$ cat config.mk
export PLATFORM = sky130hd
export DESIGN_NAME = ppt_ping_timer
export DESIGN_NICKNAME = d
export VERILOG_FILES = /design/src/logic/ppt_ping_timer.v
export VERILOG_INCLUDE_DIRS = /design/src /design/src/pkg
export SDC_FILE = /design/constraint.sdc
export NUM_CORES = 1
export LEC_CHECK = 0
export BUFFER_PORTS_ARGS = -buffer_cell sky130_fd_sc_hd__clkbuf_2
export CORE_AREA = 2 2 127 142
export DETAILED_ROUTE_END_ITERATION = 7
export DIE_AREA = 0 0 129 144
export HOLD_SLACK_MARGIN = 0.03
export PLACE_DENSITY = 0.57
export SETUP_SLACK_MARGIN = 0.02
export SYNTH_ARGS = -nofsm -noshare
export SYNTH_HDL_FRONTEND = slang
export SYNTH_SLANG_ARGS = --single-unit
$ cat constraint.sdc
create_clock -name CLOCK -period 6.8 [get_ports CLOCK]
set_clock_uncertainty 0.2 [all_clocks]
set_input_delay 0.68 -clock CLOCK [delete_from_list [all_inputs] [get_ports CLOCK]]
set_output_delay 0.68 -clock CLOCK [all_outputs]
set_load 0.1 [all_outputs]
$ cat src/pkg/ppt_consts.vh
// Constants for the PHY ping timer block
`ifndef PPT_CONSTS_VH
`define PPT_CONSTS_VH
`define PPT_ADDR_PING_COUNT   4'h0
`define PPT_ADDR_CONFIG       4'h1
`define PPT_ADDR_STATUS       4'h2
`define PPT_ADDR_PHYID        4'h3
`define PPT_PKT_BITS          7'h40
`define PPT_TYPE_CONFIG       2'h0
`define PPT_TYPE_HI           63
`define PPT_TYPE_LO           62
`define PPT_ID_HI             61
`define PPT_ID_LO             56
`define PPT_R_BIT             55
`define PPT_T_BIT             54
`define PPT_GAP_HI            53
`define PPT_GAP_LO            48
`define PPT_FIELDS_HI         53
`define PPT_FIELDS_LO         32
`define PPT_COUNT_MAX         8'hFF
`define PPT_CLK_PERIOD_NS     100
`define PPT_STOP_DELAY_NS     60
`define PPT_SEP_NS            400
`define PPT_GAP_RESET         6'h3F
`define PPT_TOKEN_ZERO        2'h0
`define PPT_TOKEN_ONE         2'h1
`define PPT_TOKEN_END         2'h2
`define PPT_TOKEN_PREFIX      2'h3
`endif

$ cat src/logic/ppt_ping_timer.v
// PHY ping timer: transmit parser, ping timer, reply-pending flag, registers
//
// The address-and-strobe port and the register offsets were chosen for this implementation.
`timescale 1ns/100ps
`include "ppt_consts.vh"
module ppt_ping_timer #(
	parameter NPORT        = 3,
	parameter PORT_W       = 2,
	parameter CLK_PERIOD_NS = `PPT_CLK_PERIOD_NS
) (
	input  wire        CLOCK,
	input  wire        RESET,
	input  wire [3:0]  ADDR,
	input  wire [7:0]  WDATA,
	input  wire        WR,
	input  wire        RD,
	output reg  [7:0]  RDATA,
	input  wire        TX_START,
	output wire        TX_BIT_REQ,
	input  wire        TX_TOKEN_VALID,
	input  wire [1:0]  TX_TOKEN,
	output reg         TX_BIT_VALID,
	output reg         TX_BIT,
	output reg         TX_END,
	output reg         TX_PREFIX,
	output reg         TX_ACTIVE,
	output reg  [PORT_W-1:0] RX_PORT,
	input  wire        RX_DATA_START,
	input  wire        RX_PKT_VALID,
	input  wire [63:0] RX_PKT,
	input  wire        RX_DONE,
	output reg         SELF_ID_TX_REQ,
	output wire        SKIP_PARENT_HANDSHAKE,
	input  wire        SELF_ID_TX_DONE,
	output reg         FORCE_ROOT,
	output reg  [5:0]  GAP_COUNT,
	output reg         GAP_RESET_DISABLE
);
	// Stop delay in cycles: least time rounded up, at least one
	localparam STOP_RAW  = (`PPT_STOP_DELAY_NS + CLK_PERIOD_NS - 1) / CLK_PERIOD_NS;
	localparam STOP_CYC  = (STOP_RAW < 1) ? 1 : STOP_RAW;
	localparam SEP_RAW   = (`PPT_SEP_NS + CLK_PERIOD_NS - 1) / CLK_PERIOD_NS;
	localparam SEP_CYC   = (SEP_RAW < 1) ? 1 : SEP_RAW;

	localparam S_IDLE = 4'b0001;
	localparam S_REQ  = 4'b0010;
	localparam S_SEP  = 4'b0100;
	localparam S_DONE = 4'b1000;

	reg  [3:0]  state;
	reg  [3:0]  next_state;
	reg  [63:0] shift;
	reg  [6:0]  bit_count;
	reg  [7:0]  sep_count;
	reg  [7:0]  ping_count;
	reg         timer_run;
	reg  [3:0]  stop_count;
	reg         stop_pending;
	reg         reply_pending;
	reg         in_reply;
	reg  [5:0]  node_id;
	reg         ping_done;
	reg  [7:0]  next_ping_count;
	wire        tx_take;
	wire        tx_pkt_end;
	wire        tx_good;
	wire        tx_cfg;
	wire        rx_cfg;

	// Valid config packet check shared by transmit and receive
	function is_config;
		input [63:0] p;
		begin
			is_config = (p[63:32] == ~p[31:0]) &&
				(p[`PPT_TYPE_HI:`PPT_TYPE_LO] == `PPT_TYPE_CONFIG);
		end
	endfunction

	// Ping: R, T, gap and reserved fields all zero
	function is_ping;
		input [63:0] p;
		begin
			is_ping = is_config(p) && (p[`PPT_FIELDS_HI:`PPT_FIELDS_LO] == 22'h00_0000) &&
				!p[`PPT_R_BIT] && !p[`PPT_T_BIT];
		end
	endfunction

	assign TX_BIT_REQ = (state == S_REQ);
	assign tx_take    = (state == S_REQ) && TX_TOKEN_VALID;
	assign tx_pkt_end = tx_take && (TX_TOKEN == `PPT_TOKEN_END);
	assign tx_good    = (bit_count == `PPT_PKT_BITS);
	assign tx_cfg     = tx_pkt_end && tx_good && is_config(shift);
	assign rx_cfg     = RX_PKT_VALID && is_config(RX_PKT);
	assign SKIP_PARENT_HANDSHAKE = in_reply;

	// Transmit sequencer
	always @* begin
		next_state = state;
		case (state)
			S_IDLE: if (TX_START) next_state = S_REQ;
			S_REQ: begin
				if (tx_take && TX_TOKEN == `PPT_TOKEN_END)
					next_state = S_DONE;
				else if (tx_take && TX_TOKEN == `PPT_TOKEN_PREFIX)
					next_state = S_SEP;
			end
			S_SEP: if (sep_count == 8'h00) next_state = S_DONE;
			S_DONE: next_state = S_IDLE;
			default: next_state = S_IDLE;
		endcase
	end

	always @(posedge CLOCK) begin
		if (RESET) begin
			state        <= S_IDLE;
			shift        <= 64'h0000_0000_0000_0000;
			bit_count    <= 7'h00;
			sep_count    <= 8'h00;
			TX_BIT_VALID <= 1'b0;
			TX_BIT       <= 1'b0;
			TX_END       <= 1'b0;
			TX_PREFIX    <= 1'b0;
			TX_ACTIVE    <= 1'b0;
			RX_PORT      <= {PORT_W{1'b0}};
		end else begin
			state        <= next_state;
			TX_BIT_VALID <= 1'b0;
			TX_END       <= 1'b0;
			TX_PREFIX    <= 1'b0;
			if (state == S_IDLE && TX_START) begin
				bit_count <= 7'h00;
				TX_ACTIVE <= 1'b1;
				RX_PORT   <= NPORT[PORT_W-1:0];
			end
			if (tx_take) begin
				case (TX_TOKEN)
					`PPT_TOKEN_ZERO, `PPT_TOKEN_ONE: begin
						TX_BIT_VALID <= 1'b1;
						TX_BIT       <= TX_TOKEN[0];
						if (bit_count < `PPT_PKT_BITS) begin
							shift     <= {shift[62:0], TX_TOKEN[0]};
							bit_count <= bit_count + 7'h01;
						end
					end
					`PPT_TOKEN_END: TX_END <= 1'b1;
					default: begin
						TX_PREFIX <= 1'b1;
						sep_count <= SEP_CYC[7:0] - 8'h01;
					end
				endcase
			end
			if (state == S_SEP && sep_count != 8'h00)
				sep_count <= sep_count - 8'h01;
			if (state == S_DONE)
				TX_ACTIVE <= 1'b0;
		end
	end

	// Ping timer
	always @* begin
		next_ping_count = ping_count;
		if (timer_run && ping_count != `PPT_COUNT_MAX)
			next_ping_count = ping_count + 8'h01;
	end

	always @(posedge CLOCK) begin
		if (RESET) begin
			ping_count   <= 8'h00;
			timer_run    <= 1'b0;
			stop_count   <= 4'h0;
			stop_pending <= 1'b0;
			ping_done    <= 1'b0;
		end else begin
			ping_count <= next_ping_count;
			if (tx_pkt_end && tx_good && is_ping(shift)) begin
				ping_count   <= 8'h00;
				timer_run    <= 1'b1;
				stop_pending <= 1'b0;
				ping_done    <= 1'b0;
			end else if (RX_DATA_START && timer_run && !stop_pending) begin
				stop_pending <= 1'b1;
				stop_count   <= STOP_CYC[3:0] - 4'h1;
				if (STOP_CYC == 1) begin
					timer_run    <= 1'b0;
					stop_pending <= 1'b0;
					ping_done    <= 1'b1;
				end
			end else if (stop_pending) begin
				if (stop_count == 4'h0) begin
					timer_run    <= 1'b0;
					stop_pending <= 1'b0;
					ping_done    <= 1'b1;
				end else begin
					stop_count <= stop_count - 4'h1;
				end
			end
		end
	end

	// Config effects, reply-pending and self-id reply
	always @(posedge CLOCK) begin
		if (RESET) begin
			FORCE_ROOT        <= 1'b0;
			GAP_COUNT         <= `PPT_GAP_RESET;
			GAP_RESET_DISABLE <= 1'b0;
			reply_pending     <= 1'b0;
			in_reply          <= 1'b0;
			SELF_ID_TX_REQ    <= 1'b0;
			node_id           <= 6'h00;
		end else begin
			if (tx_cfg) begin
				if (shift[`PPT_R_BIT])
					FORCE_ROOT <= (shift[`PPT_ID_HI:`PPT_ID_LO] == node_id);
				if (shift[`PPT_T_BIT]) begin
					GAP_COUNT         <= shift[`PPT_GAP_HI:`PPT_GAP_LO];
					GAP_RESET_DISABLE <= 1'b1;
				end
			end else if (rx_cfg) begin
				if (RX_PKT[`PPT_R_BIT])
					FORCE_ROOT <= (RX_PKT[`PPT_ID_HI:`PPT_ID_LO] == node_id);
				if (RX_PKT[`PPT_T_BIT]) begin
					GAP_COUNT         <= RX_PKT[`PPT_GAP_HI:`PPT_GAP_LO];
					GAP_RESET_DISABLE <= 1'b1;
				end
			end
			// Consume first so a new ping in the same cycle stays pending
			if (reply_pending && RX_DONE && !SELF_ID_TX_REQ) begin
				reply_pending  <= 1'b0;
				SELF_ID_TX_REQ <= 1'b1;
				in_reply       <= 1'b1;
			end
			if (tx_pkt_end && tx_good && is_ping(shift) &&
				shift[`PPT_ID_HI:`PPT_ID_LO] == node_id)
				reply_pending <= 1'b1;
			if (RX_PKT_VALID && is_ping(RX_PKT) &&
				RX_PKT[`PPT_ID_HI:`PPT_ID_LO] == node_id)
				reply_pending <= 1'b1;
			if (SELF_ID_TX_REQ && SELF_ID_TX_DONE) begin
				SELF_ID_TX_REQ <= 1'b0;
				in_reply       <= 1'b0;
			end
			if (WR && ADDR == `PPT_ADDR_PHYID)
				node_id <= WDATA[5:0];
		end
	end

	// Register read port
	always @(posedge CLOCK) begin
		if (RESET) begin
			RDATA <= 8'h00;
		end else if (RD) begin
			case (ADDR)
				`PPT_ADDR_PING_COUNT: RDATA <= ping_count;
				`PPT_ADDR_STATUS: RDATA <= {4'h0, ping_done, reply_pending,
					timer_run, (ping_count == `PPT_COUNT_MAX)};
				`PPT_ADDR_PHYID: RDATA <= {2'b00, node_id};
				`PPT_ADDR_CONFIG: RDATA <= {1'b0, GAP_RESET_DISABLE, GAP_COUNT};
				default: RDATA <= 8'h00;
			endcase
		end else begin
			RDATA <= 8'h00;
		end
	end
endmodule

==> impl_metrics.json, run 1 <==
{
  "port_buffers": 111,
  "hp-class": "input port to register",
  "dieWidth_um": 129,
  "rows": 51,
  "power.internal_mw": 1.33,
  "crit_slowest_cell": "or4b_4",
  "cp_top_family": "simple AND/OR/NAND/NOR gates",
  "yosys-top-cells-area": "dfxtp_1 (42%), nand2_1 (9.5%), xnor2_1 (7.5%), a21oi_1 (6.8%), xor2_1 (4.2%)",
  "yosysSeqAreaShare": 0.422,
  "synth-seq-cells": 128,
  "area_delta_synth_final_pct": 21.0,
  "clk_path_buf_depth": 2,
  "path_clk_slew_ps": 50,
  "synth_fp_nets": 825,
  "nNetsFinal": 924,
  "synth_top_cell_area_share": 0.422,
  "antenna_left": 0,
  "yosysTopAreaCell": "dfxtp_1",
  "core_um2": 17300,
  "async_flop_share": 0,
  "status": "complete, no violations",
  "worstPathRequired_ps": 6950,
  "place_hpwl_um": 10700,
  "path_max_fanout": 70,
  "synth_enable_flop_cells": 0,
  "drt-initial-drc-count": 260,
  "dr.pass1.iters": 4,
  "place_congestion": 0.814,
  "post-cts-setup-buffers": 0,
  "setup_violations": 0,
  "diodes": 0,
  "fin_area_um2": 7350,
  "vias_per_cell": 4.87,
  "ir_drop_v": 0.000178,
  "period_share": 0.444,
  "drv_slew": 0,
  "period_minus_slack_ps": 3020,
  "p_clk_frac": 0.495,
  "cp-start-kind": "register",
  "switching_share": 0.223,
  "p_per_area_nw_per_um2": 232,
  "start_util": 0.351,
  "final_hold_viol_count": 0,
  "placed_area_um2": 6800,
  "crit_type": "register to register",
  "end_kind": "register",
  "antenna_found_initial": 0,
  "drc": 0,
  "crit_chain": "or4b_4, inv_1, nand3b_1, nor2_4, buf_4, and4_1, mux2_1, nor2_1",
  "grt_usage": 0.160,
  "critPathArrivalTime_ps": 3170,
  "postRouteWirelength_um": 15200,
  "overflow": 0,
  "combPwrFrac": 0.062,
  "num-fill-cells": 1795,
  "htree_levels": 4,
  "grt_max_degree": 92,
  "chipHeight_um": 144,
  "tns_ps": 0,
  "power_switching_uw": 381,
  "max_stage_delay_ps": 600,
  "seq_power_share": 0.443,
  "ctsHoldBuffers": 0,
  "wl_per_cell_um": 14.1,
  "vias": 5259,
  "grt_pass1_wl_um": 23300,
  "cts.repair.resized": 0,
  "rsz0062_at_grt": "no",
  "grt_pass1_vias": 4697,
  "fmax_mhz": 331,
  "cts_root_buf": "clkbuf_16",
  "netlist_area_um2": 6080,
  "pin_count": 114,
  "power.leakage_nw": 2.71,
  "clock-sinks": 128,
  "dominantRegCellSynth": "dfxtp_1",
  "slew_headroom": 0.332,
  "tritoncts": "built",
  "worst_pin_slew_ps": 1000,
  "ys_types": 57,
  "cts_inserted_buffers": 17,
  "max_cap_violations": 0,
  "die_area_um2": 18600,
  "cp_num_buf_inv": 2,
  "syn_avg_cell_area_um2": 8.31,
  "synth_cells": 731,
  "drive_above_1_share": 0.191,
  "clk-insertion-delay-late_ps": 420,
  "ys_warn_count": 0
}
-- cell usage after synthesis (7+ instances only) --
library cell	count
a211oi_1	10
o21ai_0	7
nor2_1	48
inv_1	17
nand3_1	10
nor4_1	30
a21oi_1	83
dfxtp_1	128
nand4_1	13
nor3_1	24
mux2i_1	12
xnor2_1	52
clkbuf_1	21
nand2_1	154
xor2_1	29
-- cells by family (layout without fill, tap and decap cells) --
family / after synthesis / count (layout) / synth area share
and+or+nand+nor: 328 / 328 / 0.263
DFF: 128 / 128 / 0.422
AOI/OAI and AO/OA: 117 / 117 / 0.109
xor gates and xnor gates: 81 / 81 / 0.117
buffers and inverters: 51 / 161 / 0.0364
muxes: 20 / 20 / 0.0402
adders and majority gates: 6 / 6 / 0.0124
-- layer usage --
metal	global-route usage	share of wire	vias up
met5	0	0	-
met2	0.251	0.48	77
met1	0.211	0.48	2421
li1	-	-	2737
met4	0.0732	0.016	0
met3	0.0344	0.030	24
-- area by class of cell --
class                      instances  area [µm²]  area share
clock inverter                     6        57.6     0.00783
inverter                          17        63.8     0.00868
clock buffer                      24         492      0.0669
multi-input combinational        552        3300       0.449
tap                              238         298      0.0405
timing repair buffer             114         581      0.0790
sequential                       128        2560       0.348
-- sequential cells by signal, summed over array words and instances (netlist names), 4 cells and up --
register,count
sep_count,8
state,4
bit_count,7
shift,64
GAP_COUNT,6
node_id,6
ping_count,8
RDATA,8
stop_count,4
-- per-stage QoR --
stage | power [mW] | std cells | hold WS [ps] | setup slack, ps | utilization
final | 1.71 | 1079 | 243 | 3780 | 0.425
after global routing | 1.77 | 1079 | 243 | 3600 | 0.425
after CTS | 1.73 | 1079 | 226 | 3770 | 0.425
after detailed placement | 0.878 | 1049 | 253 | 3790 | 0.393
after global placement | 0.879 | 1049 | 249 | 3780 | 0.393
after floorplan | 0.835 | 731 | 232 | 3720 | -
-- power by group through the flow --
stage | clock network (mW) | registers [mW] | logic (mW)
floorplan | 0 | 0.784 | 0.0510
CTS | 0.867 | 0.757 | 0.106
finish | 0.846 | 0.757 | 0.106
global route | 0.897 | 0.757 | 0.114
detailed placement | 0 | 0.773 | 0.105
global placement | 0 | 0.773 | 0.106
-- cell usage in the layout (no fill, tap or decap), types with 5 or more instances in the layout --
master       n
nand3_1     10
xnor2_1     52
ha_1         6
nor3_1      24
clkbuf_2   110
xor2_1      29
nor2b_1      6
and3_1       6
and4_1       6
a211oi_1    10
nand2b_1     5
nor2_1      47
a21oi_1     83
nor4_1      30
inv_1       17
clkbuf_16   17
nand2_1    154
mux2i_1     12
o21ai_0      7
nand4_1     13
dfxtp_1    128
-- final timing paths --
kind | start | cells after the start | end | slack, ps
max reg2reg | state[2]$_SDFFE_PP0P_ | 8 | bit_count[4]$_SDFF_PP0_ | 3780
min | ADDR[2] | 2 | RDATA[7]$_SDFF_PP0_ | 240
max | state[2]$_SDFFE_PP0P_ | 8 | bit_count[4]$_SDFF_PP0_ | 3780
min reg2reg | shift[63]$_SDFFE_PP0P_ | 2 | shift[63]$_SDFFE_PP0P_ | 260
(Power assumes the default switching activity.)
==> run 2, diff against run 1 <==
- PLACE_DENSITY: 0.57 -> 0.59
- clock period: 6.8 -> 2.6 ns (I/O delays scaled with it)
==> run 2 against run 1 <==
Wire length rose by 2.3%. Final cell count is 3.8% higher. Sequential power rose to 2.6 times the previous value. First-iteration DRC count is 72% higher. Largest power group unchanged. Register-to-register slack lost 3700 ps. Non-clock buffer count rose by 39. Critical endpoint is now GAP_COUNT[0]$_SDFFE_PP1P_. Clock power increased to 3.2 times the previous value. Critical path depth fell by 1. Global-route usage up 0.85 points. Utilization rose by 3.0 points. Critical path type unchanged.
==> impl_metrics.json, run 2 (same netlist as run 1, synthesis figures left out) <==
{
  "fin_ws_ps": 119,
  "status": "complete, no violations",
  "drv_slew": 0,
  "critPathArrivalTime_ps": 2570,
  "place_hpwl_um": 11000,
  "largest_register": "shift",
  "largest_register_ffs": 64,
  "dieWidth_um": 129,
  "path_max_fanout": 6,
  "cts_inserted_buffers": 17,
  "p_clk_frac": 0.543,
  "switching_share": 0.210,
  "grt_pass1_vias": 5133,
  "ir_drop_v": 0.000492,
  "placed_area_um2": 7000,
  "place_congestion": 0.852,
  "cp-start-kind": "register",
  "htree_levels": 4,
  "worstPathRequired_ps": 2680,
  "max_cap_violations": 0,
  "layout_commonest_cell": "nand2_1",
  "power.internal_mw": 3.95,
  "clk_path_buf_depth": 2,
  "cts_root_buf": "clkbuf_16",
  "vias_per_cell": 4.87,
  "antenna_found_initial": 0,
  "start_util": 0.351,
  "vias": 5452,
  "grt_pass1_wl_um": 24700,
  "grt_max_degree": 68,
  "power_mw": 5.00,
  "port_buffers": 111,
  "post-route-util": 0.456,
  "area_delta_synth_final_pct": 29.7,
  "clock-sinks": 128,
  "die_area_um2": 18600,
  "pin_count": 114,
  "seq_power_share": 0.396,
  "fmax_mhz": 403,
  "final_hold_viol_count": 0,
  "num-fill-cells": 1679,
  "antenna_left": 0,
  "diodes": 0,
  "overflow": 0,
  "end_kind": "register",
  "nNetsFinal": 963,
  "rows": 51,
  "crit_type": "register to register",
  "period_share": 0.954,
  "dr.pass1.iters": 4,
  "dp_slack_ps": 58.8,
  "period_minus_slack_ps": 2480,
  "grt_usage": 0.168,
  "drt-initial-drc-count": 448,
  "slew_headroom": 0.504,
  "wl_per_cell_um": 13.9,
  "path_clk_slew_ps": 60,
  "min_path_cells": 4,
  "drc": 0,
  "power.leakage_nw": 2.99,
  "worst_pin_slew_ps": 745,
  "rsz0062_at_grt": "no",
  "postRouteWirelength_um": 15500,
  "core_um2": 17300,
  "final_cell_mix": "nand2_1 (154), dfxtp_1 (128), clkbuf_2 (110), a21oi_1 (83), xnor2_1 (52)",
  "p_per_area_nw_per_um2": 634,
  "setup_violations": 0,
  "hp-class": "input port to register",
  "chipHeight_um": 144,
  "reg2regPathDepth": 7,
  "fin_area_um2": 7880,
  "power_switching_mw": 1.05,
  "tritoncts": "built",
  "drive_above_1_share": 0.220,
  "tns_ps": 0,
  "clk-insertion-delay-late_ps": 420,
  "combPwrFrac": 0.061
}
[run 2: critical path: stages, from the launching register on]
cell and delay [ps]:
dfxtp_1 310, or4b_4 540, nor3_2 250, nand4_2 160, or3_4 420, buf_4 170, nor3_1 220, a211oi_1 80
[run 2: final cells by class]
cell class / count / area [µm²] / area share
multi-input combinational: 552 / 3330 / 0.423
sequential: 128 / 2560 / 0.325
timing repair buffer: 153 / 938 / 0.119
clock buffer: 23 / 508 / 0.0645
tap: 238 / 298 / 0.0378
clock inverter: 9 / 175 / 0.0222
inverter: 17 / 67.6 / 0.00857
[run 2: path summary, 6_finish.rpt]
path	start	to	slack [ps]
setup / recovery	state[0]$_SDFFE_PP1P_	GAP_COUNT[0]$_SDFFE_PP1P_	120
hold / removal	TX_START	state[0]$_SDFFE_PP1P_	40
setup reg to reg	state[0]$_SDFFE_PP1P_	GAP_COUNT[0]$_SDFFE_PP1P_	120
hold reg to reg	shift[30]$_SDFFE_PP0P_	shift[30]$_SDFFE_PP0P_	270
[run 2: what timing repair did]
action | CTS | global route
hold buffers | 16 | 0
resized for setup | 0 | 4
hold endpoints to repair | 15 | 0
buffers inserted | 0 | 1
endpoints found under the setup margin | 0 | 11
[run 2: layer usage]
metal,part of all wire,global-route usage,vias to the layer above
li1,-,-,2806
met1,0.46,0.208,2536
met2,0.49,0.287,88
met3,0.024,0.0333,22
met4,0.021,0.0704,0
met5,0,0,-
[run 2: power by group through the flow]
| stage | combinational (mW) | sequential, mW | clock, mW |
|---|---|---|---|
| 2_1_floorplan | 0.134 | 2.05 | 0 |
| 3_3_place_gp | 0.289 | 2.02 | 0 |
| 3_5_place_dp | 0.291 | 2.02 | 0 |
| 4_1_cts | 0.308 | 1.98 | 2.76 |
| 5_1_grt | 0.333 | 1.98 | 2.84 |
| 6_report | 0.307 | 1.98 | 2.71 |
[run 2: through the flow]
stage	hold slack (ps)	std cells
finish	39.7	1120
global route	60.8	1120
CTS	32.1	1119
detailed placement	251	1071
global placement	248	1071
floorplan	137	731
==> run 3, diff against run 2 <==
- CTS_CLUSTER_DIAMETER: not set -> 30
- GPL_TIMING_DRIVEN: not set -> 0
==> run 3 against run 2 <==
The flow now finishes with violations (setup timing). Flip-flop and latch count stayed put. Combinational power grew 3%. Via count is 3.5% higher. Final area up 2.2%. Worst setup slack worse by 130 ps. Count of clock-buffer cells in the layout decreased by 2. Critical path type unchanged. Highest routed layer unchanged.
==> impl_metrics.json, run 3 (same netlist as run 1, synthesis figures left out) <==
{
  "period_share": 1.00,
  "timing.critical_path.mode_cell": "buf_6",
  "antenna_found_initial": 0,
  "fin_ws_ps": -10.7,
  "met3_usage": 0.0359,
  "power_mw": 4.94,
  "end_kind": "register",
  "final_hold_viol_count": 0,
  "crit_start": "state[2]$_SDFFE_PP0P_",
  "max_stage_delay_ps": 580,
  "top_usage_layer": "met2",
  "core_um2": 17300,
  "crit_type": "register to register",
  "clock-sinks": 128,
  "worstPathRequired_ps": 2670,
  "power.leakage_nw": 3.07,
  "largest_register": "shift",
  "hp-class": "input port to register",
  "holdWs_ps": 59.0,
  "grt_pass1_wl_um": 25600,
  "grt_pass1_vias": 5168,
  "status": "complete, but fails checks",
  "ir_drop_v": 0.000507,
  "die_area_um2": 18600,
  "antenna_left": 0,
  "p_per_area_nw_per_um2": 614,
  "clk-insertion-delay-late_ps": 420,
  "grt_usage": 0.176,
  "vias_per_cell": 4.91,
  "diodes": 0,
  "placed_area_um2": 6960,
  "switching_share": 0.212,
  "combPwrFrac": 0.064,
  "met1_usage": 0.217,
  "wl_per_cell_um": 14.4,
  "setup_violations": 1,
  "area_delta_synth_final_pct": 32.5,
  "final_cell_mix": "nand2_1 (154), dfxtp_1 (124), clkbuf_2 (111), a21oi_1 (83), xnor2_1 (52)",
  "rows": 51,
  "htree_levels": 4,
  "cp_num_cells": 9,
  "crit_chain": "or4b_4, nor3_4, nand4_4, buf_6, nor4_4, buf_4, or2_1, buf_6, nor2_1",
  "place_hpwl_um": 12200,
  "start_util": 0.351,
  "worst_pin_slew_ps": 801,
  "largest_register_ffs": 64,
  "cts_inserted_buffers": 17,
  "postRouteWirelength_um": 16500,
  "nNetsFinal": 991,
  "vias": 5641,
  "multi_input_area_um2": 3390,
  "power_switching_mw": 1.05,
  "register_area_um2": 2570,
  "dieWidth_um": 129,
  "max_cap_violations": 0,
  "clk_path_buf_depth": 2,
  "num-fill-cells": 1674,
  "place_congestion": 0.799,
  "violations": "setup timing",
  "grt_max_degree": 17,
  "dr.pass1.iters": 4,
  "p_clk_frac": 0.536,
  "cts_root_buf": "clkbuf_16",
  "overflow": 0,
  "seq_power_share": 0.400,
  "path_clk_slew_ps": 50,
  "r2r_end": "stop_pending$_SDFF_PP0_",
  "cp_num_buf_inv": 3,
  "drive_above_1_share": 0.230,
  "layout_commonest_cell": "nand2_1",
  "fin_area_um2": 8050,
  "critPathArrivalTime_ps": 2680,
  "drt-initial-drc-count": 387,
  "cp_top_family": "simple AND/OR/NAND/NOR gates",
  "drv_slew": 0,
  "crit_end": "stop_pending$_SDFF_PP0_",
  "drc": 0,
  "rsz0062_at_grt": "yes",
  "reg2regPathDepth": 9,
  "tritoncts": "built",
  "pin_count": 114,
  "path_max_fanout": 10,
  "worst-r2r-setup-slack_ps": -10,
  "crit_slowest_cell": "or4b_4",
  "tns_ps": -10.7,
  "dp_slack_ps": -333,
  "chipHeight_um": 144,
  "port_buffers": 111,
  "power.internal_mw": 3.89,
  "reg2reg_from": "state[2]$_SDFFE_PP0P_",
  "period_minus_slack_ps": 2610,
  "cp-start-kind": "register",
  "slew_headroom": 0.466,
  "fmax_mhz": 383,
  "gr-usage-met2": 0.299
}
run 3: cell count changes in the layout (fill, tap and decap cells not counted), sizes merged:
cell,change
dlygate4sd3,+5
clkbuf,+21
clkinvlp,-1
clkinv,+3
run 3: worst reg2reg max path, cell delays in order (launching register included):
cell,delay [ps]
dfxtp_4,340
or4b_4,580
nor3_4,270
nand4_4,170
buf_6,190
nor4_4,240
buf_4,180
or2_1,120
buf_6,140
nor2_1,50
run 3: power groups by stage:
stage	Clock, mW	Combinational (mW)	Sequential (mW)
floorplan	0	0.134	2.05
detailed placement	0	0.291	2.02
finish	2.65	0.317	1.98
CTS	2.69	0.315	1.98
global placement	0	0.291	2.02
global route	2.78	0.344	1.98
run 3: timing repair:
| action | CTS | global route |
|---|---|---|
| gates resized for setup | 8 | 18 |
| hold buffers | 21 | 0 |
| hold endpoints to repair | 20 | 0 |
| buffers inserted | 10 | 7 |
| pin swaps | 7 | 7 |
| endpoints found under the setup margin | 24 | 83 |
run 3: worst min-delay path by stage:
| stage | from | endpoint | slack, ps | depth (start not counted) |
|---|---|---|---|---|
| 6_report | TX_START | state[0]$_SDFFE_PP1P_ | 60 | 4 |
| 5_1_grt | TX_TOKEN[1] | TX_PREFIX$_SDFF_PP0_ | 70 | 4 |
| 4_1_cts | TX_START | state[0]$_SDFFE_PP1P_ | 30 | 4 |
| 3_5_place_dp | ADDR[3] | RDATA[7]$_SDFF_PP0_ | 250 | 2 |
| 3_3_place_gp | ADDR[2] | RDATA[7]$_SDFF_PP0_ | 250 | 2 |
| 2_1_floorplan | ADDR[3] | RDATA[7]$_SDFF_PP0_ | 140 | 1 |
run 3: cell type report:
class | count | share of cell area
plain buffers | 32 | 0.0202
clock buffers | 21 | 0.0597
clock inverters | 11 | 0.0227
inverters | 17 | 0.00839
multi-input cells | 552 | 0.421
flip-flops and latches | 128 | 0.319
well taps | 238 | 0.0370
repair buffers | 149 | 0.111
run 3: through the flow:
step | std cells | util
after floorplan | 731 | -
after CTS | 1142 | 0.459
final | 1148 | 0.466
after detailed placement | 1080 | 0.403
after global routing | 1148 | 0.466
after global placement | 1080 | 0.403
run 3: layer usage:
metal  vias to the layer above  wire (µm)
met1                      2611       7490
li1                       2867          -
met5                         -          0
met2                       134       7930
met3                        29        577
met4                         0        492
